## config.mk

```make
export PLATFORM = sky130hd
export DESIGN_NAME = wcm_watchdog
export DESIGN_NICKNAME = d
export VERILOG_FILES = /design/src/wcm_pkg.sv /design/src/wcm_clk_mon.sv /design/src/wcm_watchdog.sv
export SDC_FILE = /design/constraint.sdc
export NUM_CORES = 1
export LEC_CHECK = 0
export BUFFER_PORTS_ARGS = -buffer_cell sky130_fd_sc_hd__buf_2
export CAP_MARGIN = 20
export CORE_UTILIZATION = 45
export CTS_CLUSTER_SIZE = 14
export DETAILED_ROUTE_END_ITERATION = 8
export GPL_TIMING_DRIVEN = 0
export PLACE_DENSITY = 0.73
export SYNTH_ARGS = -nofsm -noshare
export SYNTH_HDL_FRONTEND = slang
export SYNTH_SLANG_ARGS = --single-unit
```

## constraint.sdc

```tcl
create_clock -name core_clk -period 3.1 [get_ports core_clk]
set_clock_uncertainty 0.05 [all_clocks]
set_input_delay 0 -clock core_clk [delete_from_list [all_inputs] [get_ports core_clk]]
set_output_delay 0 -clock core_clk [all_outputs]
set_load 0.02 [all_outputs]
```

## src/wcm_pkg.sv

```systemverilog
// Constants and types shared by the windowed watchdog and its clock monitor
package wcm_pkg;

    // Service register field layout
    localparam int SEL_MSB = 7;
    localparam int SEL_LSB = 6;
    localparam int KEY_MSB = 5;
    localparam int KEY_LSB = 1;
    localparam int CMEN_BIT = 0;

    // Fixed key, reset values and window bounds in idle-timer clocks
    localparam logic [4:0]  KEY_VALUE   = 5'h0c;
    localparam logic [1:0]  SEL_RESET   = 2'h3;
    localparam logic        CMEN_RESET  = 1'h1;
    localparam logic [16:0] LOWER_BOUND = 17'h00800;
    localparam logic [16:0] UPPER_BASE  = 17'h02000;

    // Release delay after the pin is sensed low or the clock recovers
    localparam logic [4:0]  RELEASE_CYC = 5'h10;

    // Clock monitor rejection limit: time in microseconds and core clock rate
    localparam int CORE_CLK_MHZ = 20;
    localparam int CM_LIMIT_US  = 1000;
    localparam int CM_LIMIT_CYC = CM_LIMIT_US * CORE_CLK_MHZ;

    // Fault pin sequencer states
    typedef enum logic [1:0] {
        FLT_IDLE      = 2'b00,
        FLT_WAIT_LOW  = 2'b01,
        FLT_HOLD      = 2'b10,
        FLT_WAIT_HIGH = 2'b11
    } wcm_flt_t;

endpackage

```

## src/wcm_clk_mon.sv

```systemverilog
// Clock monitor: flags a missing or too slow instruction clock
`timescale 1ns/1ns
`default_nettype none
module wcm_clk_mon #(
    parameter logic [15:0] CM_LIMIT = 16'h4e20
) (
    input  wire logic core_clk,
    input  wire logic nrst,
    input  wire logic instr_clk_in,
    input  wire logic mon_en,
    output var  logic cm_hold
);
    import wcm_pkg::*;

    typedef struct packed {
        logic        s1;
        logic        s2;
        logic        s3;
        logic [15:0] per;
        logic [4:0]  rel;
        logic        hold;
    } wcm_cm_st_t;

    wcm_cm_st_t st_r;
    wcm_cm_st_t st_nxt;

    // Period measure on agreed edges; stall at the limit so a dead clock stays flagged
    always_comb begin
        st_nxt    = st_r;
        st_nxt.s1 = instr_clk_in;
        st_nxt.s2 = st_r.s1;
        st_nxt.s3 = st_r.s2;
        if (st_r.s2 != st_r.s3) begin
            st_nxt.per = 16'h0000;
        end else if (st_r.per != CM_LIMIT) begin
            st_nxt.per = st_r.per + 16'h0001;
        end
        if (!mon_en) begin
            st_nxt.hold = 1'b0;
            st_nxt.rel  = 5'h00;
        end else if (st_r.per == CM_LIMIT) begin
            st_nxt.hold = 1'b1;
            st_nxt.rel  = 5'h00;
        end else if (st_r.hold) begin
            st_nxt.rel = st_r.rel + 5'h01;
            if (st_r.rel == RELEASE_CYC - 5'h01) begin
                st_nxt.hold = 1'b0;
            end
        end
    end

    // Detector idle while reset is held
    always_ff @(posedge core_clk or negedge nrst) begin
        if (!nrst) begin
            st_r <= '0;
        end else begin
            st_r <= st_nxt;
        end
    end

    assign cm_hold = st_r.hold;
endmodule
`default_nettype wire

```

## src/wcm_watchdog.sv

```systemverilog
// Windowed watchdog with clock monitor driving an open-drain fault pin
//
// Notes on behaviour
// - Service write holds window select 7:6, key 5:1, monitor enable bit 0.
// - The key must equal the fixed value on every service.
// - Lower bound is a fixed 2048 idle-timer clocks after window start.
// - Window select picks upper bound 8k, 16k, 32k or 64k clocks.
// - Window counts advance on idle-timer clock ticks.
// - Watchdog and clock monitor detectors are inactive during reset.
// - After reset the longest window and the clock monitor are selected.
// - Only the first keyed write after reset loads select and monitor enable.
// - Later writes matching all fields are valid services restarting the window.
// - A later write with any mismatching field raises a fault.
// - No valid service before the upper bound raises a fault.
// - A service before the lower bound raises a fault.
// - Boot ROM entry suppresses lower-bound errors and services immediately.
// - The watchdog works only when option bit 2 is zero.
// - Fault pin is active low, released to a weak pull-up.
// - On error pull low, hold 16 more cycles once sensed low, release.
// - The service window restarts when the pin returns high.
// - Service writes while the fault is active are ignored.
// - Clock monitor holds the pin low while slow, releasing after recovery.
// - Clocks above 5 kHz pass; below 10 Hz or dead are flagged.
// - A pin stuck low keeps the sequencer waiting for high; there is no timeout.
// - Reads return zero in the key field.
// - Watchdog halts in HALT and IDLE; clock monitor keeps running.
// - Leaving IDLE performs a hardware service.
`timescale 1ns/1ns
`default_nettype none
module wcm_watchdog #(
    parameter logic [15:0] CM_LIMIT = 16'h4e20
) (
    input  wire logic       core_clk,
    input  wire logic       nrst,
    input  wire logic       svc_wr,
    input  wire logic [7:0] svc_wdata,
    output var  logic [7:0] svc_rdata,
    input  wire logic       idle_tick,
    input  wire logic       wd_option_bit2,
    input  wire logic       halt_mode,
    input  wire logic       idle_mode,
    input  wire logic       boot_rom_active,
    input  wire logic       instr_clk_in,
    input  wire logic       fault_pin_in,
    output var  logic       fault_out_n,
    output var  logic       fault_oe
);
    import wcm_pkg::*;

    typedef struct packed {
        wcm_flt_t    flt;
        logic [1:0]  sel;
        logic        cm_en;
        logic        first_done;
        logic        lower_en;
        logic [16:0] cnt;
        logic [4:0]  hold_cnt;
        logic        started;
        logic        wd_en;
        logic        idle_d;
        logic        halt_d;
        logic        boot_d;
        logic        pin_s1;
        logic        pin_s2;
        logic        pin_s3;
        logic        pin_lvl;
        logic [7:0]  rdata;
        logic        drive;
        logic        out_n;
    } wcm_wd_st_t;

    wcm_wd_st_t st_r;
    wcm_wd_st_t st_nxt;

    logic        cm_hold;
    logic        mon_en;
    logic [4:0]  wr_key;
    logic [1:0]  wr_sel;
    logic        wr_cm;
    logic [16:0] upper;
    logic        flt_busy;
    logic        wd_run;
    logic        wr_take;

    // Field split of the write data
    assign wr_sel   = svc_wdata[SEL_MSB:SEL_LSB];
    assign wr_key   = svc_wdata[KEY_MSB:KEY_LSB];
    assign wr_cm    = svc_wdata[CMEN_BIT];
    assign upper    = UPPER_BASE << st_r.sel;
    assign flt_busy = (st_r.flt != FLT_IDLE);
    assign wd_run   = st_r.started && st_r.wd_en && !halt_mode && !idle_mode;
    assign wr_take  = svc_wr && st_r.started && st_r.wd_en && !flt_busy;
    assign mon_en   = st_r.started && st_r.wd_en && st_r.cm_en;

    // Monitor keeps running in HALT and IDLE, only the enable gates it
    wcm_clk_mon #(
        .CM_LIMIT (CM_LIMIT)
    ) u_clk_mon (
        .core_clk     (core_clk),
        .nrst         (nrst),
        .instr_clk_in (instr_clk_in),
        .mon_en       (mon_en),
        .cm_hold      (cm_hold)
    );

    // Service check, window count and fault sequencing
    always_comb begin
        logic err;
        logic restart;
        err     = 1'b0;
        restart = 1'b0;
        st_nxt  = st_r;

        // Pin sense: a level counts once the second and third stages agree
        st_nxt.pin_s1 = fault_pin_in;
        st_nxt.pin_s2 = st_r.pin_s1;
        st_nxt.pin_s3 = st_r.pin_s2;
        if (st_r.pin_s2 == st_r.pin_s3) begin
            st_nxt.pin_lvl = st_r.pin_s3;
        end

        // Option bit is caught once, on the first edge after reset release
        if (!st_r.started) begin
            st_nxt.started = 1'b1;
            st_nxt.wd_en   = !wd_option_bit2;
        end

        st_nxt.idle_d = idle_mode;
        st_nxt.halt_d = halt_mode;
        st_nxt.boot_d = boot_rom_active;

        // Register writes
        if (wr_take) begin
            if (!st_r.first_done) begin
                if (wr_key == KEY_VALUE) begin
                    st_nxt.sel        = wr_sel;
                    st_nxt.cm_en      = wr_cm;
                    st_nxt.first_done = 1'b1;
                    restart           = 1'b1;
                end else begin
                    err = 1'b1;
                end
            end else if (wr_key != KEY_VALUE || wr_sel != st_r.sel || wr_cm != st_r.cm_en) begin
                err = 1'b1;
            end else if (st_r.lower_en && st_r.cnt < LOWER_BOUND && !boot_rom_active) begin
                err = 1'b1;
            end else begin
                restart = 1'b1;
            end
        end

        // Hardware services: boot ROM entry, leaving IDLE, leaving HALT
        if (st_r.wd_en && boot_rom_active && !st_r.boot_d) begin
            restart = 1'b1;
        end
        if (st_r.wd_en && st_r.idle_d && !idle_mode) begin
            restart = 1'b1;
        end
        if (st_r.wd_en && st_r.halt_d && !halt_mode) begin
            restart = 1'b1;
        end

        // Window counter; frozen while a fault is in progress
        if (wd_run && !flt_busy && idle_tick) begin
            if (st_r.cnt + 17'h00001 >= upper) begin
                err = 1'b1;
            end else begin
                st_nxt.cnt = st_r.cnt + 17'h00001;
            end
        end

        // Fault pin sequencer
        unique case (st_r.flt)
            FLT_IDLE: begin
                if (err) begin
                    st_nxt.flt = FLT_WAIT_LOW;
                end
            end
            FLT_WAIT_LOW: begin
                if (!st_r.pin_lvl) begin
                    st_nxt.flt      = FLT_HOLD;
                    st_nxt.hold_cnt = 5'h00;
                end
            end
            FLT_HOLD: begin
                st_nxt.hold_cnt = st_r.hold_cnt + 5'h01;
                if (st_r.hold_cnt == RELEASE_CYC - 5'h01) begin
                    st_nxt.flt = FLT_WAIT_HIGH;
                end
            end
            FLT_WAIT_HIGH: begin
                if (st_r.pin_lvl) begin
                    st_nxt.flt = FLT_IDLE;
                    restart    = 1'b1;
                end
            end
        endcase

        // Lower bound applies only once software has made its first service
        if (restart) begin
            st_nxt.cnt      = 17'h00000;
            st_nxt.lower_en = st_nxt.first_done && !boot_rom_active;
        end

        // Open drain: drive low or release to the pull-up
        st_nxt.drive = st_nxt.wd_en && (st_nxt.flt == FLT_WAIT_LOW
                                        || st_nxt.flt == FLT_HOLD || cm_hold);
        st_nxt.out_n = !st_nxt.drive;

        // Key field always reads back as zero
        st_nxt.rdata = {st_nxt.sel, 5'h00, st_nxt.cm_en};
    end

    // Reset arms the longest window with the monitor enabled, detectors idle
    always_ff @(posedge core_clk or negedge nrst) begin
        if (!nrst) begin
            st_r         <= '0;
            st_r.sel     <= SEL_RESET;
            st_r.cm_en   <= CMEN_RESET;
            st_r.pin_s1  <= 1'b1;
            st_r.pin_s2  <= 1'b1;
            st_r.pin_s3  <= 1'b1;
            st_r.pin_lvl <= 1'b1;
            st_r.out_n   <= 1'b1;
            st_r.rdata   <= {SEL_RESET, 5'h00, CMEN_RESET};
        end else begin
            st_r <= st_nxt;
        end
    end

    assign svc_rdata   = st_r.rdata;
    assign fault_out_n = st_r.out_n;
    assign fault_oe    = st_r.drive;
endmodule
`default_nettype wire

```

# Word level (Yosys, flattened, before mapping)
# Index checks and enable logic that the tools add are counted.
# W data, S select, Z words.
# word_totals
regBits	68
inputBits	18
out_inout_bits	10
word_cells	124
# op_classes
add_sub_neg	4
order_cmp	2
eq_ne	18
n_shift	1
n_mux	37
reduce_logical	37
# ops
operator	count
$mux W17	3
$mux W16	2
$logic_and A1 B1 Y1	19
$mux W1	19
$mux W6	3
$add A17 B1 Y17 const B	1
$ge A17 B17 Y1	1
$lt A17 B12 Y1 const B	1
$shl A14 B2 Y17 const A	1
$add A16 B1 Y16 const B	1
$eq A16 B15 Y1 const B	1
$ne A16 B15 Y1 const B	1
$eq A5 B4 Y1 const B	3
$mux W4	3
$add A5 B1 Y5 const B	2
$pmux W5 S2	1
$mux W2	4
$pmux W2 S4	1
$reduce_bool A2 Y1	4
$logic_not A1 Y1	7
$eq A2 B2 Y1 const B	3
$mux W5	1
$ne A5 B4 Y1 const B	1
$eq A2 B1 Y1 const B	2
other kinds (9)	14

# Depth between registers and ports, before layout
# Gate-level depths: netlist of the first run.
# depth
word_depth	16
ltp_mapped	12
mapped_depth_nobuf	11

# By module
# Synthesis of the first run repeated with hierarchy kept, for this count alone.
# hier_totals
hier_cells	338
area_unflattened_um2	3413.3
# by_module_without_submodules
module	instances	cells_per_inst	area_per_inst_um2	seq_area_each_um2
wcm_watchdog	1	221	2200.9	1011.0
wcm_clk_mon	1	117	1212.4	625.6

# Worst setup path after synthesis of the first run
# Ideal clock, no wire load.
# synth_path
kind	reg-to-reg
from	reg st_r[24] (netlist bit)
to	reg st_r[27] (netlist bit)
setup_ps	132
arrival_time_ps	2836
required_ps	2918
slack_ps	82
stages_incl_launch_ff	13
path_buffers	1
synth_period_minus_slack_ps	3018
cell_sequence	dfrtp_1 -> ha_1 -> nand3_2 -> or4_4 -> nor2_1 -> xor2_1 -> ha_1 -> o21ai_0 -> a22oi_2 -> clkbuf_1 -> nor3_1 -> xnor2_1 -> nor2_1
# synth_via
elab_chain_cells	14
word_cells_on_any_way	20
cone_classes	add/sub (1); order compare (2); eq/ne (1); mux (12); reduce/logical (4)
# synth_rtl
element	line	source
start: declaration	wcm_watchdog.sv:72	wcm_wd_st_t st_r;
start signal: assignment	wcm_watchdog.sv:227	st_r <= st_nxt;
$lt A17 B12 Y1	wcm_watchdog.sv:145	end else if (st_r.lower_en && st_r.cnt < LOWER_BOUND && !boot_rom_active) begin
$logic_and A1 B1 Y1 (2 in a row)	wcm_watchdog.sv:145	
$mux W1	wcm_watchdog.sv:145	
$mux W1	wcm_watchdog.sv:143	end else if (wr_key != KEY_VALUE || wr_sel != st_r.sel || wr_cm != st_r.cm_en) begin
$mux W1	wcm_watchdog.sv:134	if (!st_r.first_done) begin
$mux W1	wcm_watchdog.sv:133	if (wr_take) begin
$mux W1	wcm_watchdog.sv:153	if (st_r.wd_en && boot_rom_active && !st_r.boot_d) begin
$mux W1	wcm_watchdog.sv:156	if (st_r.wd_en && st_r.idle_d && !idle_mode) begin
$mux W1	wcm_watchdog.sv:159	if (st_r.wd_en && st_r.halt_d && !halt_mode) begin
$mux W1	wcm_watchdog.sv:192	if (st_r.pin_lvl) begin
$mux W1	wcm_watchdog.sv:173	unique case (st_r.flt)
$ne A2 B1 Y1 (no line) / $reduce_bool A2 Y1 (equally long branches)	-	
$reduce_and A2 Y1 (no line)	-	
# Parallel ways exist; a longest one is shown, timed or not. The select of a mux whose other input is x is not followed.
# A chain may end at the register's enable or synchronous reset.

==> load_flow_metrics.sql, run 1 <==
INSERT INTO impl_metrics (metric_group, metric, value, unit) VALUES
('run_status', 'result_of_the_run', 'finished, final reports clean', ''),
('worst_setup_path', 'r2r.worst_path.cells', '12', ''),
('timing', 'maxClockFrequency', '338.6', 'MHz'),
('final_layout', 'nFillCells', '624', ''),
('detailed_routing', 'postRouteAntennaNets', '0', ''),
('synthesis', 'synthesis.yosys.warnings', '0', ''),
('final_layout', 'fin_util', '0.5582', ''),
('detailed_routing', 'avgViaCountPerCell', '5.047', ''),
('worst_setup_path', 'critical_path_peak_fanout', '8', ''),
('clock_tree', 'tritoncts.num_buffers', '9', ''),
('clock_tree', 'clock_sink_count', '65', ''),
('placement', 'gp_congestion', '0.7990', ''),
('placement', 'dpl.cell_count', '461', ''),
('die', 'pin_count', '28', ''),
('synthesis', 'synth_common_cells', 'dfrtp_1 (57), nor2_1 (45), xnor2_1 (23)', ''),
('worst_setup_path', 'crit_type', 'flop to flop', ''),
('power', 'irDropWorstVdd', '0.4911', 'mV'),
('synthesis', 'most_common_cell_in_the_synthesized_netlist', 'dfrtp_1', ''),
('hold_path', 'hold_path_startpoint', 'svc_wr', ''),
('timing', 'setup_violations', '0', ''),
('synthesis', 'ys_top_cells_by_area', 'dfrtp_1 (42%), dfstp_2 (6.2%), xnor2_1 (6.0%)', ''),
('worst_setup_path', 'critPathLaunchType', 'flop', ''),
('timing', 'slew_viol_final', '0', ''),
('synthesis', 'synthesis.instances', '336', ''),
('hold_path', 'min_delay_path_depth', '4', ''),
('die', 'initial_utilization', '0.4642', ''),
('synthesis', 'post_synth_top_area_share', '0.4236', ''),
('clock_tree', 'ctsRootBufferMaster', 'clkbuf_8', ''),
('detailed_routing', 'route.vias.total', '2493', ''),
('global_routing', 'grt_pass1_vias', '2488', ''),
('worst_setup_path', 'data_required_time_of_the_critical_path', '3.34', 'ns'),
('final_layout', 'antenna_cells', '0', ''),
('timing', 'hold_violations', '0', ''),
('final_layout', 'final_cell_area', '4049', 'um^2'),
('synthesis', 'share_of_flip_flops_with_an_asynchronous_set_or_reset_after_synthesis', '1.000', ''),
('worst_setup_path', 'setup.reg_to_reg.worst_slack', '0.15', 'ns'),
('timing', 'finalCritPeriodShare', '0.9526', ''),
('placement', 'dp.final_hpwl', '4353', 'um'),
('job', 'count_of_maximum_capacitance_violations', '0', ''),
('final_layout', 'register_area', '1639', 'um^2'),
('timing', 'worst_slew_pin_slew', '0.8103', 'ns'),
('clock_tree', 'clk_path_buf_depth', '2', ''),
('die', 'fp.dieW', '88.50', 'um'),
('timing', 'worst_slack', '0.1468', 'ns'),
('synthesis', 'synth_top_flop_cell', 'dfrtp_1', ''),
('detailed_routing', 'drt-total-wl', '6523', 'um'),
('die', 'floorplan.die.height', '88.50', 'um'),
('final_layout', 'layout-area-overhead-vs-synth', '20.25', '%'),
('placement', 'pre_cts_ws', '-0.3627', 'ns'),
('synthesis', 'postSynthRegisterBits', '65', ''),
('synthesis', 'post_synth_edffs', '0', ''),
('global_routing', 'grt_pass1_wl', '11080', 'um'),
('worst_setup_path', 'critical_path.reg2reg.startpoint', 'st_r[25]', ''),
('hold_path', 'hold_path_class', 'input port to flop', ''),
('clock_tree', 'cts.reportedPaths.clkPinSlew', '0.07', 'ns'),
('die', 'num_rows', '31', ''),
('power', 'power.density_cell_area', '520.7', 'nW/um^2'),
('worst_setup_path', 'worst-endpoint-arrival', '3.19', 'ns'),
('synthesis', 'yosysTopAreaCell', 'dfrtp_1', ''),
('clock_tree', 'worst_skew_pair.late_latency', '0.35', 'ns'),
('detailed_routing', 'drt-initial-drc-count', '97', ''),
('final_layout', 'multi_input_comb_area', '1637', 'um^2'),
('final_layout', 'finish.net_count', '420', ''),
('synthesis', 'seq_area_frac_synth', '0.4861', ''),
('final_layout', 'drive_above_1_share', '0.2228', ''),
('power', 'leakagePower', '1.744', 'nW'),
('clock_tree', 'cts_tree', 'done', ''),
('detailed_routing', 'drc', '0', ''),
('detailed_routing', 'length_of_the_first_detailed_routing_pass_in_iterations', '4', ''),
('synthesis', 'synth.cell_area', '3367', 'um^2'),
('timing', 'post-route-min-period', '2.953', 'ns');
-- layout make-up --
type | instances | area share
flip-flops and latches | 65 | 0.4048
inverters | 20 | 0.01854
repair buffers | 39 | 0.06768
clock buffers | 9 | 0.03059
multi-input cells | 238 | 0.4042
plain buffers | 17 | 0.02441
clock inverters | 7 | 0.01916
well taps | 99 | 0.03059
-- worst max-delay path by stage --
stage / start / to / slack (ns) / cells past startpoint
final: st_r[25] / fault_out_n / 0.15 / 12
after global routing: st_r[24] / st_r[28] / -0.006 / 12
after CTS: st_r[25] / st_r[35] / 0.005 / 12
after detailed placement: st_r[24] / st_r[27] / -0.36 / 12
after global placement: st_r[24] / st_r[27] / -0.30 / 12
after floorplan: st_r[24] / st_r[27] / 0.08 / 12
-- worst max-delay path, stage by stage, from the launching register on --
cell and delay [ns]:
dfrtp_2 0.42, ha_4 0.16, nand3_4 0.12, or4_4 0.59, nor2_1 0.15, xor2_1 0.09, ha_1 0.28, o21ai_0 0.09
a22oi_2 0.26, buf_6 0.19, nand3_1 0.12, and3_1 0.20, a21o_1 0.17
-- kinds of logic (layout without fill, tap and decap cells) --
family | after synthesis | in the layout | share of synthesized area
simple gates | 137 | 137 | 0.2211
flops | 65 | 65 | 0.4861
xor+xnor | 40 | 40 | 0.1040
buf+inv | 37 | 92 | 0.05054
compound gates | 36 | 36 | 0.06950
fa+ha+maj | 13 | 13 | 0.04756
mux | 6 | 6 | 0.01895
other cells | 2 | 6 | 0.002230
-- layer usage --
layer,up-vias,GRT usage,routed length [um]
met5,-,0,0
li1,1248,-,-
met3,12,0.03638,181
met1,1203,0.2349,3111
met4,0,0.08358,95
met2,30,0.3112,3134
-- registers in the layout, indices dropped and copies added (netlist names) --
name	count
u_clk_mon.st_r	22
u_clk_mon.st_nxt	2
fault_oe	1
st_r	34
st_nxt	2
fault_out_n	1
u_clk_mon.cm_hold	1
svc_rdata	2
-- cells in the final DEF, fill, tap and decap left out, types with 7 or more instances in the layout --
cell type / instances
buf_4: 13
nor2_1: 45
buf_2: 22
a21oi_1: 11
nor4_2: 7
xnor2_1: 23
inv_1: 20
dfstp_2: 8
nand2_1: 17
clkbuf_8: 9
ha_1: 11
nand3_1: 12
xor2_1: 17
nand4_1: 8
o21ai_0: 10
dfrtp_1: 55
nor3_1: 7
dlygate4sd3_1: 12
-- through the flow --
stage          power (mW)   TNS [ns]  hold WS, ns
2_1_floorplan       1.276          0      -0.3456
3_3_place_gp        1.369     -2.934      0.05903
3_5_place_dp        1.387     -3.567      0.06206
4_1_cts             2.131          0     0.008365
5_1_grt             2.235  -0.006773      0.04934
6_report            2.108          0      0.02607
-- report_power, final --
| group | switching [mW] | leakage [nW] | total [mW] | internal, mW |
|---|---|---|---|---|
| registers | 0.0588 | 0.831 | 0.991 | 0.932 |
| clock network | 0.350 | 0.100 | 0.727 | 0.378 |
| logic | 0.223 | 0.813 | 0.390 | 0.167 |
| total | 0.631 | 1.74 | 2.11 | 1.48 |
-- timing repair --
action | CTS | global route
resized for setup | 2 | 14
setup buffers | 2 | 3
pin swaps | 1 | 2
endpoints found under the hold margin | 70 | 0
hold buffers | 12 | 0
setup endpoints to repair | 12 | 17
(Power assumes the default switching activity.)
==> run 2, diff against run 1 <==
--- a/config.mk
+++ b/config.mk
@@ -7,11 +7,12 @@
 export LEC_CHECK = 0
 export BUFFER_PORTS_ARGS = -buffer_cell sky130_fd_sc_hd__buf_2
 export CAP_MARGIN = 20
-export CORE_UTILIZATION = 45
+export CORE_UTILIZATION = 40
+export CTS_BUF_LIST = sky130_fd_sc_hd__clkbuf_16
 export CTS_CLUSTER_SIZE = 14
 export DETAILED_ROUTE_END_ITERATION = 8
 export GPL_TIMING_DRIVEN = 0
-export PLACE_DENSITY = 0.73
+export PLACE_DENSITY = 0.67
 export SYNTH_ARGS = -nofsm -noshare
 export SYNTH_HDL_FRONTEND = slang
 export SYNTH_SLANG_ARGS = --single-unit
==> load_flow_metrics.sql, run 2 (synthesis results as in run 1) <==
INSERT INTO impl_metrics (metric_group, metric, value, unit) VALUES
('clock_tree', 'clock_sink_count', '65', ''),
('power', 'power.density_cell_area', '568.6', 'nW/um^2'),
('final_layout', 'fin_util', '0.5035', ''),
('final_layout', 'antenna_cells', '0', ''),
('global_routing', 'grt_remaining_overflow', '0', ''),
('timing', 'post-route-min-period', '2.892', 'ns'),
('clock_tree', 'ctsRootBufferMaster', 'clkbuf_16', ''),
('power', 'irDropWorstVdd', '0.4031', 'mV'),
('detailed_routing', 'average_wire_length_per_cell_after_detail_routing', '13.22', 'um'),
('final_layout', 'largest_register_ffs', '34', ''),
('placement', 'total_of_buffers_placed_on_input_and_output_ports', '22', ''),
('die', 'floorplan.die.height', '93.75', 'um'),
('hold_path', 'endpoint_worst_hold', 'st_r[42]', ''),
('worst_setup_path', 'critPathLaunchType', 'flop', ''),
('die', 'fp.dieW', '93.75', 'um'),
('global_routing', 'grt_use_total', '0.1690', ''),
('die', 'core_area', '8175', 'um^2'),
('worst_setup_path', 'worstSetupEndpointType', 'flop', ''),
('worst_setup_path', 'worst-endpoint-arrival', '3.05', 'ns'),
('timing', 'setup_violations', '0', ''),
('final_layout', 'most-common-layout-cells', 'dfrtp_1 (53), nor2_1 (44), xnor2_1 (23), inv_1 (22), buf_2 (22)', ''),
('worst_setup_path', 'setup.reg_to_reg.worst_slack', '0.21', 'ns'),
('worst_setup_path', 'critical_path_peak_fanout', '6', ''),
('global_routing', 'grt_max_degree', '66', ''),
('worst_setup_path', 'critical_path.reg2reg.startpoint', 'st_r[29]', ''),
('global_routing', 'antenna_violations_before_repair', '0', ''),
('final_layout', 'finish.net_count', '419', ''),
('clock_tree', 'tritoncts.num_buffers', '9', ''),
('detailed_routing', 'drc', '0', ''),
('detailed_routing', 'postRouteAntennaNets', '0', ''),
('placement', 'gp_congestion', '0.7523', ''),
('worst_setup_path', 'crit-reg2reg-capture', 'st_r[38]', ''),
('final_layout', 'stdcell_count', '499', ''),
('run_status', 'result_of_the_run', 'finished, final reports clean', ''),
('detailed_routing', 'drt-initial-drc-count', '89', ''),
('global_routing', 'grt_pass1_vias', '2510', ''),
('timing', 'hold_violations', '0', ''),
('final_layout', 'largest_register', 'st_r', ''),
('placement', 'placement.cell_area', '3626', 'um^2'),
('clock_tree', 'worst_skew_pair.late_latency', '0.33', 'ns'),
('timing', 'worst_slew_pin_slew', '0.8233', 'ns'),
('detailed_routing', 'avgViaCountPerCell', '5.026', ''),
('global_routing', 'grt_pass1_wl', '11500', 'um'),
('timing', 'finalCritPeriodShare', '0.9328', ''),
('clock_tree', 'cts_tree', 'done', ''),
('timing', 'slew_viol_final', '0', ''),
('final_layout', 'layout-area-overhead-vs-synth', '22.26', '%'),
('timing', 'timing.slew.headroom', '0.4511', ''),
('final_layout', 'drive_above_1_share', '0.2132', ''),
('detailed_routing', 'length_of_the_first_detailed_routing_pass_in_iterations', '6', ''),
('job', 'count_of_maximum_capacitance_violations', '0', ''),
('die', 'num_rows', '33', ''),
('detailed_routing', 'drt-total-wl', '6596', 'um'),
('hold_path', 'hold_path_startpoint', 'svc_wr', ''),
('timing', 'timing.setup.tns', '0', 'ns'),
('power', 'leakagePower', '1.793', 'nW'),
('placement', 'dp.final_hpwl', '4407', 'um'),
('placement', 'dpl.cell_count', '467', ''),
('final_layout', 'biggestRegsByFlops', 'st_r: 34 flops, u_clk_mon.st_r: 22 flops', ''),
('worst_setup_path', 'r2r.worst_path.cells', '12', ''),
('timing', 'maxClockFrequency', '345.8', 'MHz'),
('hold_path', 'min_delay_path_depth', '4', ''),
('worst_setup_path', 'data_required_time_of_the_critical_path', '3.26', 'ns'),
('clock_tree', 'cts.reportedPaths.clkPinSlew', '0.05', 'ns'),
('final_layout', 'final_cell_area', '4116', 'um^2'),
('power', 'totalPowerFinal', '2.341', 'mW'),
('clock_tree', 'clk_path_buf_depth', '2', ''),
('timing', 'setup_repair_after_global_routing_missed_its_margin', 'no', ''),
('die', 'pin_count', '28', ''),
('hold_path', 'hold_path_class', 'input port to flop', ''),
('clock_tree', 'h_tree_depth', '3', ''),
('worst_setup_path', 'crit_type', 'flop to flop', ''),
('detailed_routing', 'route.vias.total', '2508', ''),
('die', 'initial_utilization', '0.4118', ''),
('die', 'die_area', '8788', 'um^2'),
('final_layout', 'commonest_non_fill_non_tap_cell_in_the_layout', 'dfrtp_1', '');
## run 2: changes by cell type in the layout (fill, tap and decap cells not counted), moves of 2 or more
cell | before | now
clkbuf_16 | 0 | 9
clkbuf_8 | 9 | 0
clkinv_1 | 0 | 2
clkinv_4 | 2 | 0
dfrtp_1 | 55 | 53
dfrtp_2 | 2 | 4
inv_1 | 20 | 22
inv_6 | 2 | 0
nor4_1 | 4 | 6
nor4_2 | 7 | 5
## run 2: worst max-delay path by stage
| stage | from | to | slack, ns | cells after the start |
|---|---|---|---|---|
| 2_1_floorplan | st_r[24] | st_r[27] | 0.08 | 12 |
| 3_3_place_gp | st_r[24] | st_r[27] | -0.32 | 12 |
| 3_5_place_dp | st_r[24] | st_r[31] | -0.44 | 12 |
| 4_1_cts | st_r[28] | st_r[38] | 0.04 | 12 |
| 5_1_grt | st_r[25] | st_r[38] | 0.03 | 13 |
| 6_report | st_r[29] | st_r[38] | 0.21 | 12 |
## run 2: worst max-delay path, cell delays in order, from the launching register on
cell and delay, ns:
dfrtp_2 0.41, nand4_4 0.16, or4_4 0.59, nor2_1 0.14, xor2_1 0.08, ha_1 0.23
nor3_1 0.25, a22oi_2 0.11, buf_4 0.18, buf_4 0.16, nor4_2 0.19, xnor2_1 0.16
nor2_1 0.05
## run 2: layer usage
| layer | global-route usage | part of all wire | up-vias |
|---|---|---|---|
| li1 | - | - | 1248 |
| met2 | 0.2725 | 0.48 | 48 |
| met5 | 0 | 0 | - |
| met1 | 0.2173 | 0.47 | 1204 |
| met3 | 0.05097 | 0.041 | 8 |
| met4 | 0.05128 | 0.013 | 0 |
## run 2: report_power, final
part	switching, mW	internal [mW]
Clock	0.350	0.607
Sequential	0.0573	0.935
Combinational	0.226	0.167
Total	0.633	1.71
## run 2: final cells by class
cell class | count | area, um^2
tap | 105 | 131.4
clock buffer | 9 | 225.2
buffer | 17 | 98.84
fill | 715 | 4059
sequential | 65 | 1642
inverter | 20 | 75.07
clock inverter | 7 | 55.05
timing repair buffer | 38 | 262.8
multi-input combinational | 238 | 1627
## run 2: what timing repair did
action,4_1_cts,5_1_grt
setup endpoints to repair,16,19
resized for setup,6,10
hold endpoints to repair,70,0
pin swaps,2,0
buffers inserted,3,1
hold buffers,12,0
## run 2: through the flow
step / hold slack, ns / setup WS, ns
after CTS: 0.04786 / 0.04319
final: 0.06138 / 0.2083
after global placement: 0.05610 / -0.3154
after floorplan: -0.3456 / 0.08206
after global routing: 0.09823 / 0.02642
after detailed placement: 0.05648 / -0.4436
